==> config.mk <==
export PLATFORM = sky130hd
export DESIGN_NAME = stc_timer
export DESIGN_NICKNAME = d
export VERILOG_FILES = /design/src/stc_pkg.sv /design/src/stc_timer.sv
export VERILOG_INCLUDE_DIRS = /design/src /design/src/src
export SDC_FILE = /design/constraint.sdc
export NUM_CORES = 1
export LEC_CHECK = 0
export ABC_AREA = 1
export BUFFER_PORTS_ARGS = -buffer_cell sky130_fd_sc_hd__buf_2
export CORE_ASPECT_RATIO = 0.8
export CORE_MARGIN = 4
export CORE_UTILIZATION = 50
export CTS_CLUSTER_DIAMETER = 80
export DETAILED_ROUTE_END_ITERATION = 16
export PLACE_DENSITY = 0.67
export SYNTH_ARGS = -nofsm -noshare
export SYNTH_HDL_FRONTEND = slang
export SYNTH_SLANG_ARGS = --single-unit
==> constraint.sdc <==
create_clock -name sys_clk_i -period 2.84 [get_ports sys_clk_i]
set_input_delay 0.426 -clock sys_clk_i [delete_from_list [all_inputs] [get_ports sys_clk_i]]
set_output_delay 0.426 -clock sys_clk_i [all_outputs]
set_load 0.05 [all_outputs]
==> src/stc_map.svh <==
// register offsets, field positions and reset values of the 16-bit timer/counter
// assumes an 8-bit i/o register port addressed by these byte offsets
`ifndef STC_MAP_SVH
`define STC_MAP_SVH
`define STC_ADDR_CNT_LO 6'h2c
`define STC_ADDR_CNT_HI 6'h2d
`define STC_ADDR_CTRL_B 6'h2e
`define STC_ADDR_CTRL_A 6'h2f
`define STC_ADDR_CMPA_LO 6'h2a
`define STC_ADDR_CMPA_HI 6'h2b
`define STC_ADDR_CMPB_LO 6'h28
`define STC_ADDR_CMPB_HI 6'h29
`define STC_ADDR_CAP_LO 6'h24
`define STC_ADDR_CAP_HI 6'h25
`define STC_ADDR_FLAGS 6'h38
`define STC_ADDR_MASK 6'h39
`define STC_CTRL_A_WMASK 8'hf3
`define STC_CTRL_B_WMASK 8'hcf
`define STC_FLAG_OVF 0
`define STC_FLAG_CMPA 1
`define STC_FLAG_CMPB 2
`define STC_FLAG_CAP 3
`define STC_RESET_BYTE 8'h00
`define STC_RESET_WORD 16'h0000
`define STC_FILTER_SAMPLES 4
`define STC_PRESCALE_TOP 10'h3ff
`endif

==> src/stc_pkg.sv <==
// types shared by the 16-bit timer/counter
// assumes stc_map.svh holds the register offsets, write masks, flag positions and reset values
package stc_pkg;
    typedef enum logic [2:0] {
        STC_CLK_STOP, STC_CLK_DIV1, STC_CLK_DIV8, STC_CLK_DIV64,
        STC_CLK_DIV256, STC_CLK_DIV1024, STC_CLK_EXT_FALL, STC_CLK_EXT_RISE
    } stc_clk_sel_e;

    typedef struct packed {
        logic [1:0] compare_a_mode;
        logic [1:0] compare_b_mode;
        logic [1:0] reserved;
        logic [1:0] pwm_resolution;
    } stc_ctrl_a_s;

    typedef struct packed {
        logic capture_noise_filter;
        logic capture_edge_select;
        logic [1:0] reserved;
        logic clear_on_match_a;
        stc_clk_sel_e clock_sel;
    } stc_ctrl_b_s;

    typedef struct packed {
        logic [5:0] addr;
        logic [7:0] wdata;
        logic wr;
        logic rd;
    } stc_bus_req_s;
endpackage : stc_pkg

==> src/stc_timer.sv <==
// 16-bit timer/counter with two compare outputs, pwm and input capture
// assumes one 100 mhz clock, a synchronous i/o byte port, async pins
//
// Operation
// - clock select picks stop, prescale or pin
// - pin edges count even when pin outputs
// - count pin synchronised before edge detect
// - compare mode: off, toggle, clear, set
// - pin action gated by direction bit
// - reserved control bits read zero
// - pwm select: off, 8, 9, 10 bit
// - filter needs four equal samples
// - edge select falling zero, rising one
// - comparator may replace capture pin
// - clear on match a next cycle
// - match seen cycle after, then zero
// - clear on match ignored in pwm
// - flags and masks in shared registers
// - both compares checked on each tick
// - high write latched, low write loads
// - low read latches high byte
// - pwm counts up to top and down
// - pwm mode 10 sets up, clears down
//
// Our own choice: the strobed register port.
`timescale 1ns/1ps
`include "stc_map.svh"
module stc_timer
    import stc_pkg::*;
(
    // clock and reset
    input wire logic sys_clk_i,
    input wire logic rst_n_i,
    // register port
    input wire logic [5:0] addr_i,
    input wire logic [7:0] wdata_i,
    input wire logic wr_i,
    input wire logic rd_i,
    output logic [7:0] rdata_o,
    // pins
    input wire logic external_count_pin_i,
    input wire logic capture_trigger_pin_i,
    input wire logic comparator_result_i,
    input wire logic comparator_capture_select_i,
    input wire logic compare_a_dir_i,
    input wire logic compare_b_dir_i,
    output logic compare_a_output_pin_o,
    output logic compare_a_output_pin_oe_o,
    output logic compare_b_output_pin_o,
    output logic compare_b_output_pin_oe_o,
    // status and mask
    output logic [3:0] timer_flags_o,
    output logic irq_o
);
    stc_bus_req_s req;
    assign req = '{addr: addr_i, wdata: wdata_i, wr: wr_i, rd: rd_i};

    stc_ctrl_a_s ctrl_a_reg, ctrl_a_next;
    stc_ctrl_b_s ctrl_b_reg, ctrl_b_next;
    logic [15:0] cnt_reg, cnt_next;
    logic [15:0] cmpa_reg, cmpa_next, cmpb_reg, cmpb_next;
    logic [15:0] cmpa_buf_reg, cmpa_buf_next, cmpb_buf_reg, cmpb_buf_next;
    logic [15:0] cap_reg, cap_next;
    logic [7:0] temp_reg, temp_next;
    logic [7:0] rdata_reg, rdata_next;
    logic [3:0] flags_reg, flags_next;
    logic [3:0] mask_reg, mask_next;
    logic [9:0] pre_reg, pre_next;
    logic down_reg, down_next;
    logic oca_reg, oca_next, ocb_reg, ocb_next;
    logic mata_reg, mata_next, matb_reg, matb_next;
    logic [1:0] ext_sync_reg, ext_sync_next;
    logic ext_prev_reg, ext_prev_next;
    logic [1:0] cap_sync_reg, cap_sync_next;
    logic [3:0] cap_hist_reg, cap_hist_next;
    logic cap_level_reg, cap_level_next;

    logic tick, pwm_on, cap_src, cap_hit, wrote_cnt;
    logic [15:0] top;

    // two-stage synchronisers; only the second stage feeds logic
    always_comb begin
        ext_sync_next = {ext_sync_reg[0], external_count_pin_i};
        cap_src = comparator_capture_select_i ? comparator_result_i
                                              : capture_trigger_pin_i;
        cap_sync_next = {cap_sync_reg[0], cap_src};
        ext_prev_next = ext_sync_reg[1];
        cap_hist_next = {cap_hist_reg[2:0], cap_sync_reg[1]};
    end

    // tick selection from the free-running prescaler or the synchronised count pin
    always_comb begin
        pre_next = pre_reg + 10'h001;
        unique case (ctrl_b_reg.clock_sel)
            STC_CLK_STOP: tick = 1'b0;
            STC_CLK_DIV1: tick = 1'b1;
            STC_CLK_DIV8: tick = (pre_reg[2:0] == 3'h7);
            STC_CLK_DIV64: tick = (pre_reg[5:0] == 6'h3f);
            STC_CLK_DIV256: tick = (pre_reg[7:0] == 8'hff);
            STC_CLK_DIV1024: tick = (pre_reg == `STC_PRESCALE_TOP);
            STC_CLK_EXT_FALL: tick = ext_prev_reg & ~ext_sync_reg[1];
            STC_CLK_EXT_RISE: tick = ~ext_prev_reg & ext_sync_reg[1];
        endcase
    end

    // capture edge and noise filter
    always_comb begin
        cap_level_next = cap_level_reg;
        cap_hit = 1'b0;
        if (ctrl_b_reg.capture_noise_filter) begin
            // level only flips after four equal samples
            if (cap_hist_reg == {`STC_FILTER_SAMPLES{~cap_level_reg}}) begin
                cap_level_next = ~cap_level_reg;
                cap_hit = (~cap_level_reg == ctrl_b_reg.capture_edge_select);
            end
        end else begin
            cap_level_next = cap_hist_reg[0];
            if (cap_hist_reg[0] != cap_level_reg) begin
                cap_hit = (cap_hist_reg[0] == ctrl_b_reg.capture_edge_select);
            end
        end
    end

    // counter, compare, pwm and capture
    always_comb begin
        pwm_on = (ctrl_a_reg.pwm_resolution != 2'h0);
        unique case (ctrl_a_reg.pwm_resolution)
            2'h1: top = 16'h00ff;
            2'h2: top = 16'h01ff;
            default: top = 16'h03ff;
        endcase
        cnt_next = cnt_reg;
        down_next = down_reg;
        flags_next = flags_reg;
        cmpa_next = cmpa_reg;
        cmpb_next = cmpb_reg;
        cap_next = cap_reg;
        oca_next = oca_reg;
        ocb_next = ocb_reg;
        // a match is registered one cycle late; software loads do not match
        wrote_cnt = req.wr && (req.addr == `STC_ADDR_CNT_LO);
        if (tick) begin
            if (pwm_on) begin
                if (!down_reg) begin
                    if (cnt_reg >= top) begin
                        down_next = 1'b1;
                        cnt_next = cnt_reg - 16'h0001;
                        cmpa_next = cmpa_buf_reg & 16'h03ff;
                        cmpb_next = cmpb_buf_reg & 16'h03ff;
                    end else begin
                        cnt_next = cnt_reg + 16'h0001;
                    end
                end else if (cnt_reg == 16'h0000) begin
                    down_next = 1'b0;
                    cnt_next = 16'h0001;
                    flags_next[`STC_FLAG_OVF] = 1'b1;
                end else begin
                    cnt_next = cnt_reg - 16'h0001;
                end
            end else begin
                cnt_next = cnt_reg + 16'h0001;
                if (cnt_reg == 16'hffff) begin
                    flags_next[`STC_FLAG_OVF] = 1'b1;
                end
            end
        end
        // match on the value the tick just made, so a cleared count shows it one cycle only
        mata_next = tick && !wrote_cnt && (cnt_next == cmpa_reg);
        matb_next = tick && !wrote_cnt && (cnt_next == cmpb_reg);
        // clear one cycle after match a, beating the next tick
        if (mata_reg && ctrl_b_reg.clear_on_match_a && !pwm_on) begin
            cnt_next = `STC_RESET_WORD;
        end
        if (!pwm_on) begin
            cmpa_next = cmpa_buf_reg;
            cmpb_next = cmpb_buf_reg;
        end
        if (mata_reg) begin
            flags_next[`STC_FLAG_CMPA] = 1'b1;
            if (pwm_on) begin
                if (ctrl_a_reg.compare_a_mode[1]) begin
                    oca_next = down_reg ^ ~ctrl_a_reg.compare_a_mode[0];
                end
            end else begin
                unique case (ctrl_a_reg.compare_a_mode)
                    2'h0: oca_next = oca_reg;
                    2'h1: oca_next = ~oca_reg;
                    2'h2: oca_next = 1'b0;
                    2'h3: oca_next = 1'b1;
                endcase
            end
        end
        if (matb_reg) begin
            flags_next[`STC_FLAG_CMPB] = 1'b1;
            if (pwm_on) begin
                if (ctrl_a_reg.compare_b_mode[1]) begin
                    ocb_next = down_reg ^ ~ctrl_a_reg.compare_b_mode[0];
                end
            end else begin
                unique case (ctrl_a_reg.compare_b_mode)
                    2'h0: ocb_next = ocb_reg;
                    2'h1: ocb_next = ~ocb_reg;
                    2'h2: ocb_next = 1'b0;
                    2'h3: ocb_next = 1'b1;
                endcase
            end
        end
        if (cap_hit) begin
            cap_next = cnt_reg;
        end
        // software write-one clears; hardware set in the same cycle wins
        if (req.wr && req.addr == `STC_ADDR_FLAGS) begin
            flags_next = flags_reg & ~req.wdata[3:0];
            flags_next[`STC_FLAG_OVF] = flags_next[`STC_FLAG_OVF]
                | (tick & ~pwm_on & (cnt_reg == 16'hffff))
                | (tick & pwm_on & down_reg & (cnt_reg == 16'h0000));
            flags_next[`STC_FLAG_CMPA] = flags_next[`STC_FLAG_CMPA] | mata_reg;
            flags_next[`STC_FLAG_CMPB] = flags_next[`STC_FLAG_CMPB] | matb_reg;
        end
        if (cap_hit) begin
            flags_next[`STC_FLAG_CAP] = 1'b1;
        end
        if (wrote_cnt) begin
            cnt_next = {temp_reg, req.wdata};
        end
    end

    // register port
    always_comb begin
        ctrl_a_next = ctrl_a_reg;
        ctrl_b_next = ctrl_b_reg;
        mask_next = mask_reg;
        temp_next = temp_reg;
        cmpa_buf_next = cmpa_buf_reg;
        cmpb_buf_next = cmpb_buf_reg;
        rdata_next = `STC_RESET_BYTE;
        if (req.wr) begin
            unique case (req.addr)
                `STC_ADDR_CTRL_A: ctrl_a_next = req.wdata & `STC_CTRL_A_WMASK;
                `STC_ADDR_CTRL_B: ctrl_b_next = req.wdata & `STC_CTRL_B_WMASK;
                `STC_ADDR_MASK: mask_next = req.wdata[3:0];
                `STC_ADDR_CNT_HI, `STC_ADDR_CMPA_HI, `STC_ADDR_CMPB_HI: temp_next = req.wdata;
                `STC_ADDR_CMPA_LO: cmpa_buf_next = {temp_reg, req.wdata};
                `STC_ADDR_CMPB_LO: cmpb_buf_next = {temp_reg, req.wdata};
                default: ;
            endcase
        end
        if (req.rd) begin
            // latest written compare value reads back, even before pwm latches it
            unique case (req.addr)
                `STC_ADDR_CTRL_A: rdata_next = ctrl_a_reg;
                `STC_ADDR_CTRL_B: rdata_next = ctrl_b_reg;
                `STC_ADDR_FLAGS: rdata_next = {4'h0, flags_reg};
                `STC_ADDR_MASK: rdata_next = {4'h0, mask_reg};
                `STC_ADDR_CNT_LO: begin
                    rdata_next = cnt_reg[7:0];
                    temp_next = cnt_reg[15:8];
                end
                `STC_ADDR_CAP_LO: begin
                    rdata_next = cap_reg[7:0];
                    temp_next = cap_reg[15:8];
                end
                `STC_ADDR_CNT_HI, `STC_ADDR_CAP_HI: rdata_next = temp_reg;
                `STC_ADDR_CMPA_LO: rdata_next = cmpa_buf_reg[7:0];
                `STC_ADDR_CMPA_HI: rdata_next = cmpa_buf_reg[15:8];
                `STC_ADDR_CMPB_LO: rdata_next = cmpb_buf_reg[7:0];
                `STC_ADDR_CMPB_HI: rdata_next = cmpb_buf_reg[15:8];
                default: rdata_next = `STC_RESET_BYTE;
            endcase
        end
    end

    always_ff @(posedge sys_clk_i) begin
        if (!rst_n_i) begin
            ctrl_a_reg <= `STC_RESET_BYTE;
            ctrl_b_reg <= `STC_RESET_BYTE;
            cnt_reg <= `STC_RESET_WORD;
            cmpa_reg <= `STC_RESET_WORD;
            cmpb_reg <= `STC_RESET_WORD;
            cmpa_buf_reg <= `STC_RESET_WORD;
            cmpb_buf_reg <= `STC_RESET_WORD;
            cap_reg <= `STC_RESET_WORD;
            temp_reg <= `STC_RESET_BYTE;
            rdata_reg <= `STC_RESET_BYTE;
            flags_reg <= 4'h0;
            mask_reg <= 4'h0;
            pre_reg <= 10'h000;
            down_reg <= 1'b0;
            oca_reg <= 1'b0;
            ocb_reg <= 1'b0;
            mata_reg <= 1'b0;
            matb_reg <= 1'b0;
            ext_sync_reg <= 2'h0;
            ext_prev_reg <= 1'b0;
            cap_sync_reg <= 2'h0;
            cap_hist_reg <= 4'h0;
            cap_level_reg <= 1'b0;
        end else begin
            ctrl_a_reg <= ctrl_a_next;
            ctrl_b_reg <= ctrl_b_next;
            cnt_reg <= cnt_next;
            cmpa_reg <= cmpa_next;
            cmpb_reg <= cmpb_next;
            cmpa_buf_reg <= cmpa_buf_next;
            cmpb_buf_reg <= cmpb_buf_next;
            cap_reg <= cap_next;
            temp_reg <= temp_next;
            rdata_reg <= rdata_next;
            flags_reg <= flags_next;
            mask_reg <= mask_next;
            pre_reg <= pre_next;
            down_reg <= down_next;
            oca_reg <= oca_next;
            ocb_reg <= ocb_next;
            mata_reg <= mata_next;
            matb_reg <= matb_next;
            ext_sync_reg <= ext_sync_next;
            ext_prev_reg <= ext_prev_next;
            cap_sync_reg <= cap_sync_next;
            cap_hist_reg <= cap_hist_next;
            cap_level_reg <= cap_level_next;
        end
    end

    // pin only driven when its direction bit says output and mode connects it
    assign compare_a_output_pin_o = oca_reg;
    assign compare_b_output_pin_o = ocb_reg;
    assign compare_a_output_pin_oe_o = compare_a_dir_i
        && (pwm_on ? ctrl_a_reg.compare_a_mode[1] : (ctrl_a_reg.compare_a_mode != 2'h0));
    assign compare_b_output_pin_oe_o = compare_b_dir_i
        && (pwm_on ? ctrl_a_reg.compare_b_mode[1] : (ctrl_a_reg.compare_b_mode != 2'h0));
    assign rdata_o = rdata_reg;
    assign timer_flags_o = flags_reg;
    assign irq_o = |(flags_reg & mask_reg);
endmodule : stc_timer

==> impl_metrics.toml, run 1 <==
[sta]
drv_slew = 0
rsz0062_at_grt = "false"
min_period_over_period = 0.926
final.setup_skew_ps = 9.26
period_needed_ps = 2630
relSlewSlack = 0.432
fin_tns_setup_ps = 0
setup_viol = 0
holdWs_ps = 167
fmax_mhz = 380
finalHoldViolCount = 0
tightest_slew_ps = 850

[detailed_routing]
vias = 8671
drt.antenna.violating_nets = 0
vias_per_cell = 5.70
first_pass_iters = 5
routedWlPerCell_um = 18.9
drt-total-wl_mm = 28.7
initialDrtViolationCount = 1080
drc_errors = 0

[cts]
htree_levels = 4
worst_skew_pair.late_latency_ps = 440
clockBufferDepth = 2
cts-resized-gates = 0
cts_buffers = 17
cts_hold_buf = 0
clk_pin_slew_worst_paths_ps = 70
post_cts_buffers = 0
numClockSinks = 157
cts-root-buf = "clkbuf_16"
tritoncts = "built"

[synth]
syn_area_mm2 = 0.00848
synth_fp_nets = 1295
synth_cell_types = 46
syn_area_per_cell_um2 = 6.71
yosys.area.top_type = "dfxtp_1"
ys_seq_area_frac = 0.371
ys_warn_count = 0
async_flop_share = 0
synth_ff_type = "dfxtp_1"
ys_seq_elements = 157
synth_edf_count = 0
synth_top_area_frac = 0.371
synth_cells = 1263
yosys-top-cells-area = "dfxtp_1, nand2_1, a21oi_1, o21ai_0, inv_1"

[grt]
gr-total-overflow = 0
grt_start_max_net_pins = 39
antenna_found_initial = 2
grt.total_usage = 0.294
grt_pass1_vias = 7599
grt_pass1_wl_mm = 43.8

[run_status]
status = "finished, final reports clean"

[power_and_ir_drop]
p_sw_frac = 0.255
power_density_mw_per_mm2 = 551
p_sw_mw = 1.33
p_leak_nw = 3.93
max-vdd-ir-drop_uv = 388
p_comb_frac = 0.075
internal_power_mw = 3.89
sequentialPowerShare = 0.434
clkPwrFrac = 0.490

[finish]
antenna_cells = 0
final_cell_mix = "nand2_1, dfxtp_1, inv_1"
fin_nets = 1321
area_delta_synth_final_pct = 11.7
multi_input_comb_area_mm2 = 0.00449
layout_commonest_cell = "nand2_1"
fin_area_mm2 = 0.00947
n_fill_cell = 1652
drive_gt1_frac = 0.113
regArea_mm2 = 0.00314

[setup_path]
cp_cell_sequence = "inv_1 -> ha_1 -> buf_4 -> a21oi_1 -> nor2_1 -> buf_2"
slowest_stage = "ha_1"
cp-end-kind = "output pin"
cp_top_family = "buffers and inverters"
crit_arrival_ps = 2200
crit_type = "flip-flop to output pin"
worstSetupStartpointType = "flip-flop"
path_buf_inv = 3
path_max_fanout = 17
required_ps = 2410
regToRegSetupSlack_ps = 250
max_stage_delay_ps = 480

[floorplanning]
die_x_um = 154
die_h_um = 124
core_area_mm2 = 0.0166
start_util = 0.511
pin_count = 41
dieArea_mm2 = 0.0191
rows = 42

[placement]
gp_congestion = 1.01
hpwl_mm = 21.4
postPlaceCellArea_mm2 = 0.00882
numPortBuffers = 40

[worst_hold_path]
hp-class = "input pin to flip-flop"

[flow_run]
drv_cap = 0
## layer usage
metal / routed length, um / global-route usage / vias up
met2: 11300 / 0.404 / 437
met1: 13000 / 0.427 / 3975
met4: 859 / 0.100 / 4
met3: 3440 / 0.0993 / 67
li1: - / - / 4188
met5: 55 / 0.0159 / -
## area by class of cell
class | instances | area share
Multi-Input combinational cell | 899 | 0.474
Sequential cell | 157 | 0.332
Inverter | 158 | 0.0631
Clock buffer | 19 | 0.0478
Timing Repair Buffer | 56 | 0.0338
Tap cell | 220 | 0.0291
Clock inverter | 12 | 0.0209
## through the flow
stage | setup WS (ps) | instances | utilization | power [mW]
6_report | 211 | 1521 | 0.571 | 5.22
5_1_grt | 21.7 | 1521 | 0.571 | 5.38
3_5_place_dp | 317 | 1490 | 0.531 | 2.69
4_1_cts | 219 | 1521 | 0.571 | 5.21
2_1_floorplan | 640 | 1263 | - | 2.57
3_3_place_gp | 340 | 1490 | 0.531 | 2.69
## worst min-delay path, stage by stage
cell,delay (ps)
buf_2,70
nand2_1,40
inv_1,40
## path summary, 6_finish.rpt
| check | start | to | cells after the start |
|---|---|---|---|
| hold / removal | external_count_pin_i | ext_sync_reg[0] | 3 |
| setup / recovery | ctrl_a_reg[0] | compare_b_output_pin_oe_o | 6 |
| hold reg to reg | ext_sync_reg[0] | ext_sync_reg[1] | 2 |
| setup reg to reg | ctrl_a_reg[0] | mata_reg | 18 |
## synth_stat cells (2+ instances only)
cell type	n
nand2_4	3
nand3_2	12
nor2_1	136
xor2_1	20
nor3_1	7
o221ai_1	2
nor2_2	15
nand3b_1	11
nor2_4	5
o21ai_0	115
nand2_1	278
buf_6	4
a221oi_1	8
buf_2	14
nand3_4	2
nand2_2	9
nor4_1	2
a211oi_1	4
nand3_1	75
inv_2	8
a21oi_1	129
clkinv_1	2
and2_1	2
or2_2	2
dfxtp_1	157
ha_1	8
o22ai_1	16
o31ai_1	9
inv_1	147
a31oi_1	2
nand4_1	17
clkbuf_1	28
## kinds of logic (layout without fill, tap and decap cells)
family,Yosys count,in the layout,share of synthesized area
and+or+nand+nor,578,578,0.308
AOI/OAI and AO/OA,293,293,0.189
buffers and inverters,207,245,0.100
DFF,157,157,0.371
xor gates and xnor gates,20,20,0.0207
adders and majority gates,8,8,0.0118
## power by group through the flow
stage | clock network, mW | registers (mW) | logic, mW
floorplan | 0 | 2.30 | 0.266
global placement | 0 | 2.32 | 0.379
detailed placement | 0 | 2.32 | 0.379
CTS | 2.57 | 2.27 | 0.382
global route | 2.67 | 2.27 | 0.433
finish | 2.56 | 2.27 | 0.394
(Power assumes the default switching activity.)
==> run 2, diff against run 1 <==
PLACE_DENSITY = 0.7   (was 0.67)
clock period = 2.1 ns   (was 2.84 ns; I/O delays follow)
==> run 2 against run 1 <==
The flow now finishes with violations (negative setup slack); clock-buffer cell count down 2; setup slack worse by 570 ps; clock power is 29% higher; cell count rose by 7.8%; sequential share of layout area decreased by 4.0 points; non-clock buffer count grew 116; combinational power increased by 69%; power is 35% higher; register-to-register slack worse by 610 ps; die area stayed put; first-iteration DRC count up 0.19%; sequential cell count is the same; largest cell class unchanged; largest power group unchanged; highest routed layer is now met4.
==> impl_metrics.toml, run 2 (synthesized netlist as in run 1, its figures left out) <==
[cts]
clockBufferDepth = 2
worst_skew_pair.late_latency_ps = 450
numClockSinks = 157
clk_pin_slew_worst_paths_ps = 70
cts_buffers = 17
cts_hold_buf = 0
htree_levels = 4
cts-root-buf = "clkbuf_16"
tritoncts = "built"

[sta]
relSlewSlack = 0.317
fin_ws_ps = -357
tightest_slew_ps = 1020
drv_slew = 0
final.setup_skew_ps = 14.0
period_needed_ps = 2460
min_period_over_period = 1.17
fmax_mhz = 407
setup_viol = 47
finalHoldViolCount = 0
rsz0062_at_grt = "true"

[grt]
antenna_found_initial = 0
grt_start_max_net_pins = 72
gr-total-overflow = 0
grt.total_usage = 0.315
grt_pass1_wl_mm = 46.8
grt_pass1_vias = 8065

[floorplanning]
core_area_mm2 = 0.0166
start_util = 0.511
rows = 42
pin_count = 41
die_x_um = 154
die_h_um = 124
dieArea_mm2 = 0.0191

[finish]
fin_nets = 1439
multi_input_comb_area_mm2 = 0.00475
area_delta_synth_final_pct = 27.3
regArea_mm2 = 0.00315
layout_commonest_cell = "nand2_1"
final_cell_mix = "nand2_1, dfxtp_1, inv_1"
antenna_cells = 0
fin_area_mm2 = 0.0108
n_fill_cell = 1468
final_util = 0.650
drive_gt1_frac = 0.221

[setup_path]
worstSetupStartpointType = "flip-flop"
path_max_fanout = 6
crit_arrival_ps = 2790
crit_type = "flip-flop to flip-flop"
required_ps = 2430
cp-end-kind = "flip-flop"

[detailed_routing]
drt.antenna.violating_nets = 0
first_pass_iters = 8
initialDrtViolationCount = 1082
drc_errors = 0
vias = 9174
drt-total-wl_mm = 31.0
vias_per_cell = 5.59
routedWlPerCell_um = 18.9

[placement]
gp_congestion = 0.984
hpwl_mm = 22.5
postPlaceCellArea_mm2 = 0.00965
numPortBuffers = 40

[run_status]
status = "finished with violations"
violations = "negative setup slack"

[power_and_ir_drop]
power_density_mw_per_mm2 = 651
max-vdd-ir-drop_uv = 493
power.total_mw = 7.03
p_leak_nw = 4.60

[worst_hold_path]
hp-class = "input pin to flip-flop"

[flow_run]
drv_cap = 0
run 2: cell count changes in the layout (fill, tap and decap cells not counted), sizes merged:
cell      delta
buf        +113
clkinv       +4
bufinv       -2
clkbuf       +1
clkinvlp     +1
inv          +1
nand3        +1
run 2: routing by layer:
layer	GRT usage	share of wire	vias up
met4	0.0955	0.027	0
met5	0	0	-
met1	0.465	0.43	4168
met2	0.449	0.42	502
li1	-	-	4435
met3	0.0820	0.12	69
run 2: critical path: stages (launching register included):
cell	delay, ps
dfxtp_2	330
inv_2	50
ha_4	230
ha_4	270
nand2_1	50
inv_1	60
nand2_1	60
nor2_2	110
nand2_2	120
buf_4	150
nand2_1	50
nand2_1	80
o21ai_4	190
buf_12	170
inv_4	70
buf_12	130
o21ai_1	170
a21oi_1	60
run 2: report_power, final:
group          internal [mW]  total, mW  switching, mW
registers               3.02       3.06         0.0384
clock network           1.82       3.31           1.49
logic                  0.230      0.665          0.434
total                   5.07       7.03           1.96
run 2: cell type report:
type | count | area share
well taps | 220 | 0.0255
repair buffers | 172 | 0.128
clock buffers | 17 | 0.0394
clock inverters | 15 | 0.0185
inverters | 158 | 0.0561
multi-input cells | 900 | 0.440
flip-flops and latches | 157 | 0.292
repair inverters | 1 | 0.000579
run 2: worst paths after layout:
check	start	to	slack, ps	cells past startpoint
hold reg to reg	cap_sync_reg[1]	cap_hist_reg[0]	420	2
setup / recovery	ctrl_a_reg[0]	cmpb_reg[0]	-360	17
hold / removal	comparator_capture_select_i	cap_sync_reg[0]	50	2
setup reg to reg	ctrl_a_reg[0]	cmpb_reg[0]	-360	17
run 2: through the flow:
step	hold WS, ps	cells	TNS, ps	setup slack (ps)
floorplan	390	1263	-11.7	-11.7
global placement	393	1585	-3370	-248
detailed placement	406	1585	-5350	-283
CTS	41.3	1626	-3630	-260
global route	57.7	1640	-15610	-474
finish	45.2	1640	-10410	-357
run 2: repair_timing:
action                                  in CTS  in global routing
endpoints found under the setup margin      48                 68
pin swaps                                   17                 22
gates resized for setup                     41                 34
setup buffers                                6                 12
cloned                                       3                  2
==> run 3, diff against run 2 <==
CORE_ASPECT_RATIO = 0.7   (was 0.8)
SKIP_CTS_REPAIR_TIMING = 1   (was unset)
==> run 3 against run 2 <==
Die area up 0.11%; largest cell class unchanged; first-iteration DRC count up 4.0%; sequential power about the same; clock skew fell by 3.2 ps; final area shrank 2.7%; the flow still finishes with violations (negative setup slack); critical endpoint is now mata_reg; register-to-register slack about the same; clock power is 6% lower.
==> impl_metrics.toml, run 3 (synthesized netlist as in run 1, its figures left out) <==
[sta]
setup_viol = 48
period_needed_ps = 2440
tightest_slew_ps = 987
min_period_over_period = 1.16
fmax_mhz = 409
drv_slew = 0
final.setup_skew_ps = 10.8
fin_ws_ps = -342
rsz0062_at_grt = "true"
finalHoldViolCount = 0
holdWs_ps = 57.5
relSlewSlack = 0.340

[power_and_ir_drop]
power.total_mw = 6.84
p_leak_nw = 4.48
max-vdd-ir-drop_uv = 452
power_density_mw_per_mm2 = 651

[floorplanning]
start_util = 0.514
die_h_um = 117
rows = 39
core_area_mm2 = 0.0165
pin_count = 41
dieArea_mm2 = 0.0191
die_x_um = 164

[run_status]
status = "finished with violations"
violations = "negative setup slack"

[detailed_routing]
vias = 9234
routedWlPerCell_um = 18.9
vias_per_cell = 5.66
drt-total-wl_mm = 30.8
first_pass_iters = 6
initialDrtViolationCount = 1125
drt.antenna.violating_nets = 0
drc_errors = 0

[placement]
numPortBuffers = 40
gp_congestion = 1.03
hpwl_mm = 22.8
pre_cts_ws_ps = -309
dp_cells = 1582

[cts]
numClockSinks = 157
clockBufferDepth = 2
htree_levels = 4
worst_skew_pair.late_latency_ps = 440
cts-root-buf = "clkbuf_16"
cts_buffers = 17
tritoncts = "built"
clk_pin_slew_worst_paths_ps = 70

[grt]
gr-total-overflow = 0
grt.total_usage = 0.320
antenna_found_initial = 0
grt_pass1_vias = 8220
grt_pass1_wl_mm = 46.4
grt_start_max_net_pins = 57

[finish]
area_delta_synth_final_pct = 23.8
layout_commonest_cell = "nand2_1"
final_cells = 1632
antenna_cells = 0
final_util = 0.637
drive_gt1_frac = 0.203
fin_nets = 1426
final_cell_mix = "nand2_1, dfxtp_1, inv_1"

[setup_path]
crit_arrival_ps = 2820
cp-end-kind = "flip-flop"
worstSetupStartpointType = "flip-flop"
path_max_fanout = 8
crit_type = "flip-flop to flip-flop"
required_ps = 2480

[flow_run]
drv_cap = 0

[worst_hold_path]
hp-class = "input pin to flip-flop"
## run 3: metal layers
metal  share of wire  GRT usage  up-vias
met2            0.40      0.443      542
met3            0.14      0.114       56
li1                -          -     4413
met5               0          0        -
met4           0.021     0.0872        0
met1            0.44      0.468     4223
## run 3: final timing paths
check / slack [ps] / cells past startpoint / start / end
max: -340 / 18 / ctrl_a_reg[0] / mata_reg
min: 60 / 3 / external_count_pin_i / ext_sync_reg[0]
max reg2reg: -340 / 18 / ctrl_a_reg[0] / mata_reg
min reg2reg: 420 / 2 / cap_sync_reg[1] / cap_hist_reg[0]
## run 3: final cells by class
cell class              count  area (um^2)
flip-flops and latches    157         3150
clock inverters            14          156
well taps                 225          282
inverters                 158          611
repair inverters            2         12.5
fillers                  1509         5990
clock buffers              18          429
repair buffers            158         1160
multi-input cells         900         4700
## run 3: power by group
| group | internal, mW | switching [mW] |
|---|---|---|
| Combinational | 0.230 | 0.434 |
| Clock | 1.68 | 1.43 |
| Sequential | 3.02 | 0.0368 |
| Total | 4.93 | 1.90 |
## run 3: per-stage QoR
step                setup TNS [ps]  area [um^2]
floorplan                    -11.7         8530
detailed placement           -5360         9570
finish                       -4700        10500
global placement             -4290         9570
global route                -10700        10500
CTS                          -7280        10200
## run 3: critical path, stage by stage (launching register included)
cell      delay [ps]
dfxtp_2          350
inv_2             60
ha_4             270
ha_4             190
nand2_1           60
nand3b_1         120
nor2_4           170
nand3_4          190
buf_6            180
buf_4            120
nand3_2           70
nand3_4          100
nand2_2           80
nand2_1           50
nand2_1           50
nand2_1           60
nor2_1           110
nand2_1           60
nor2_1            80
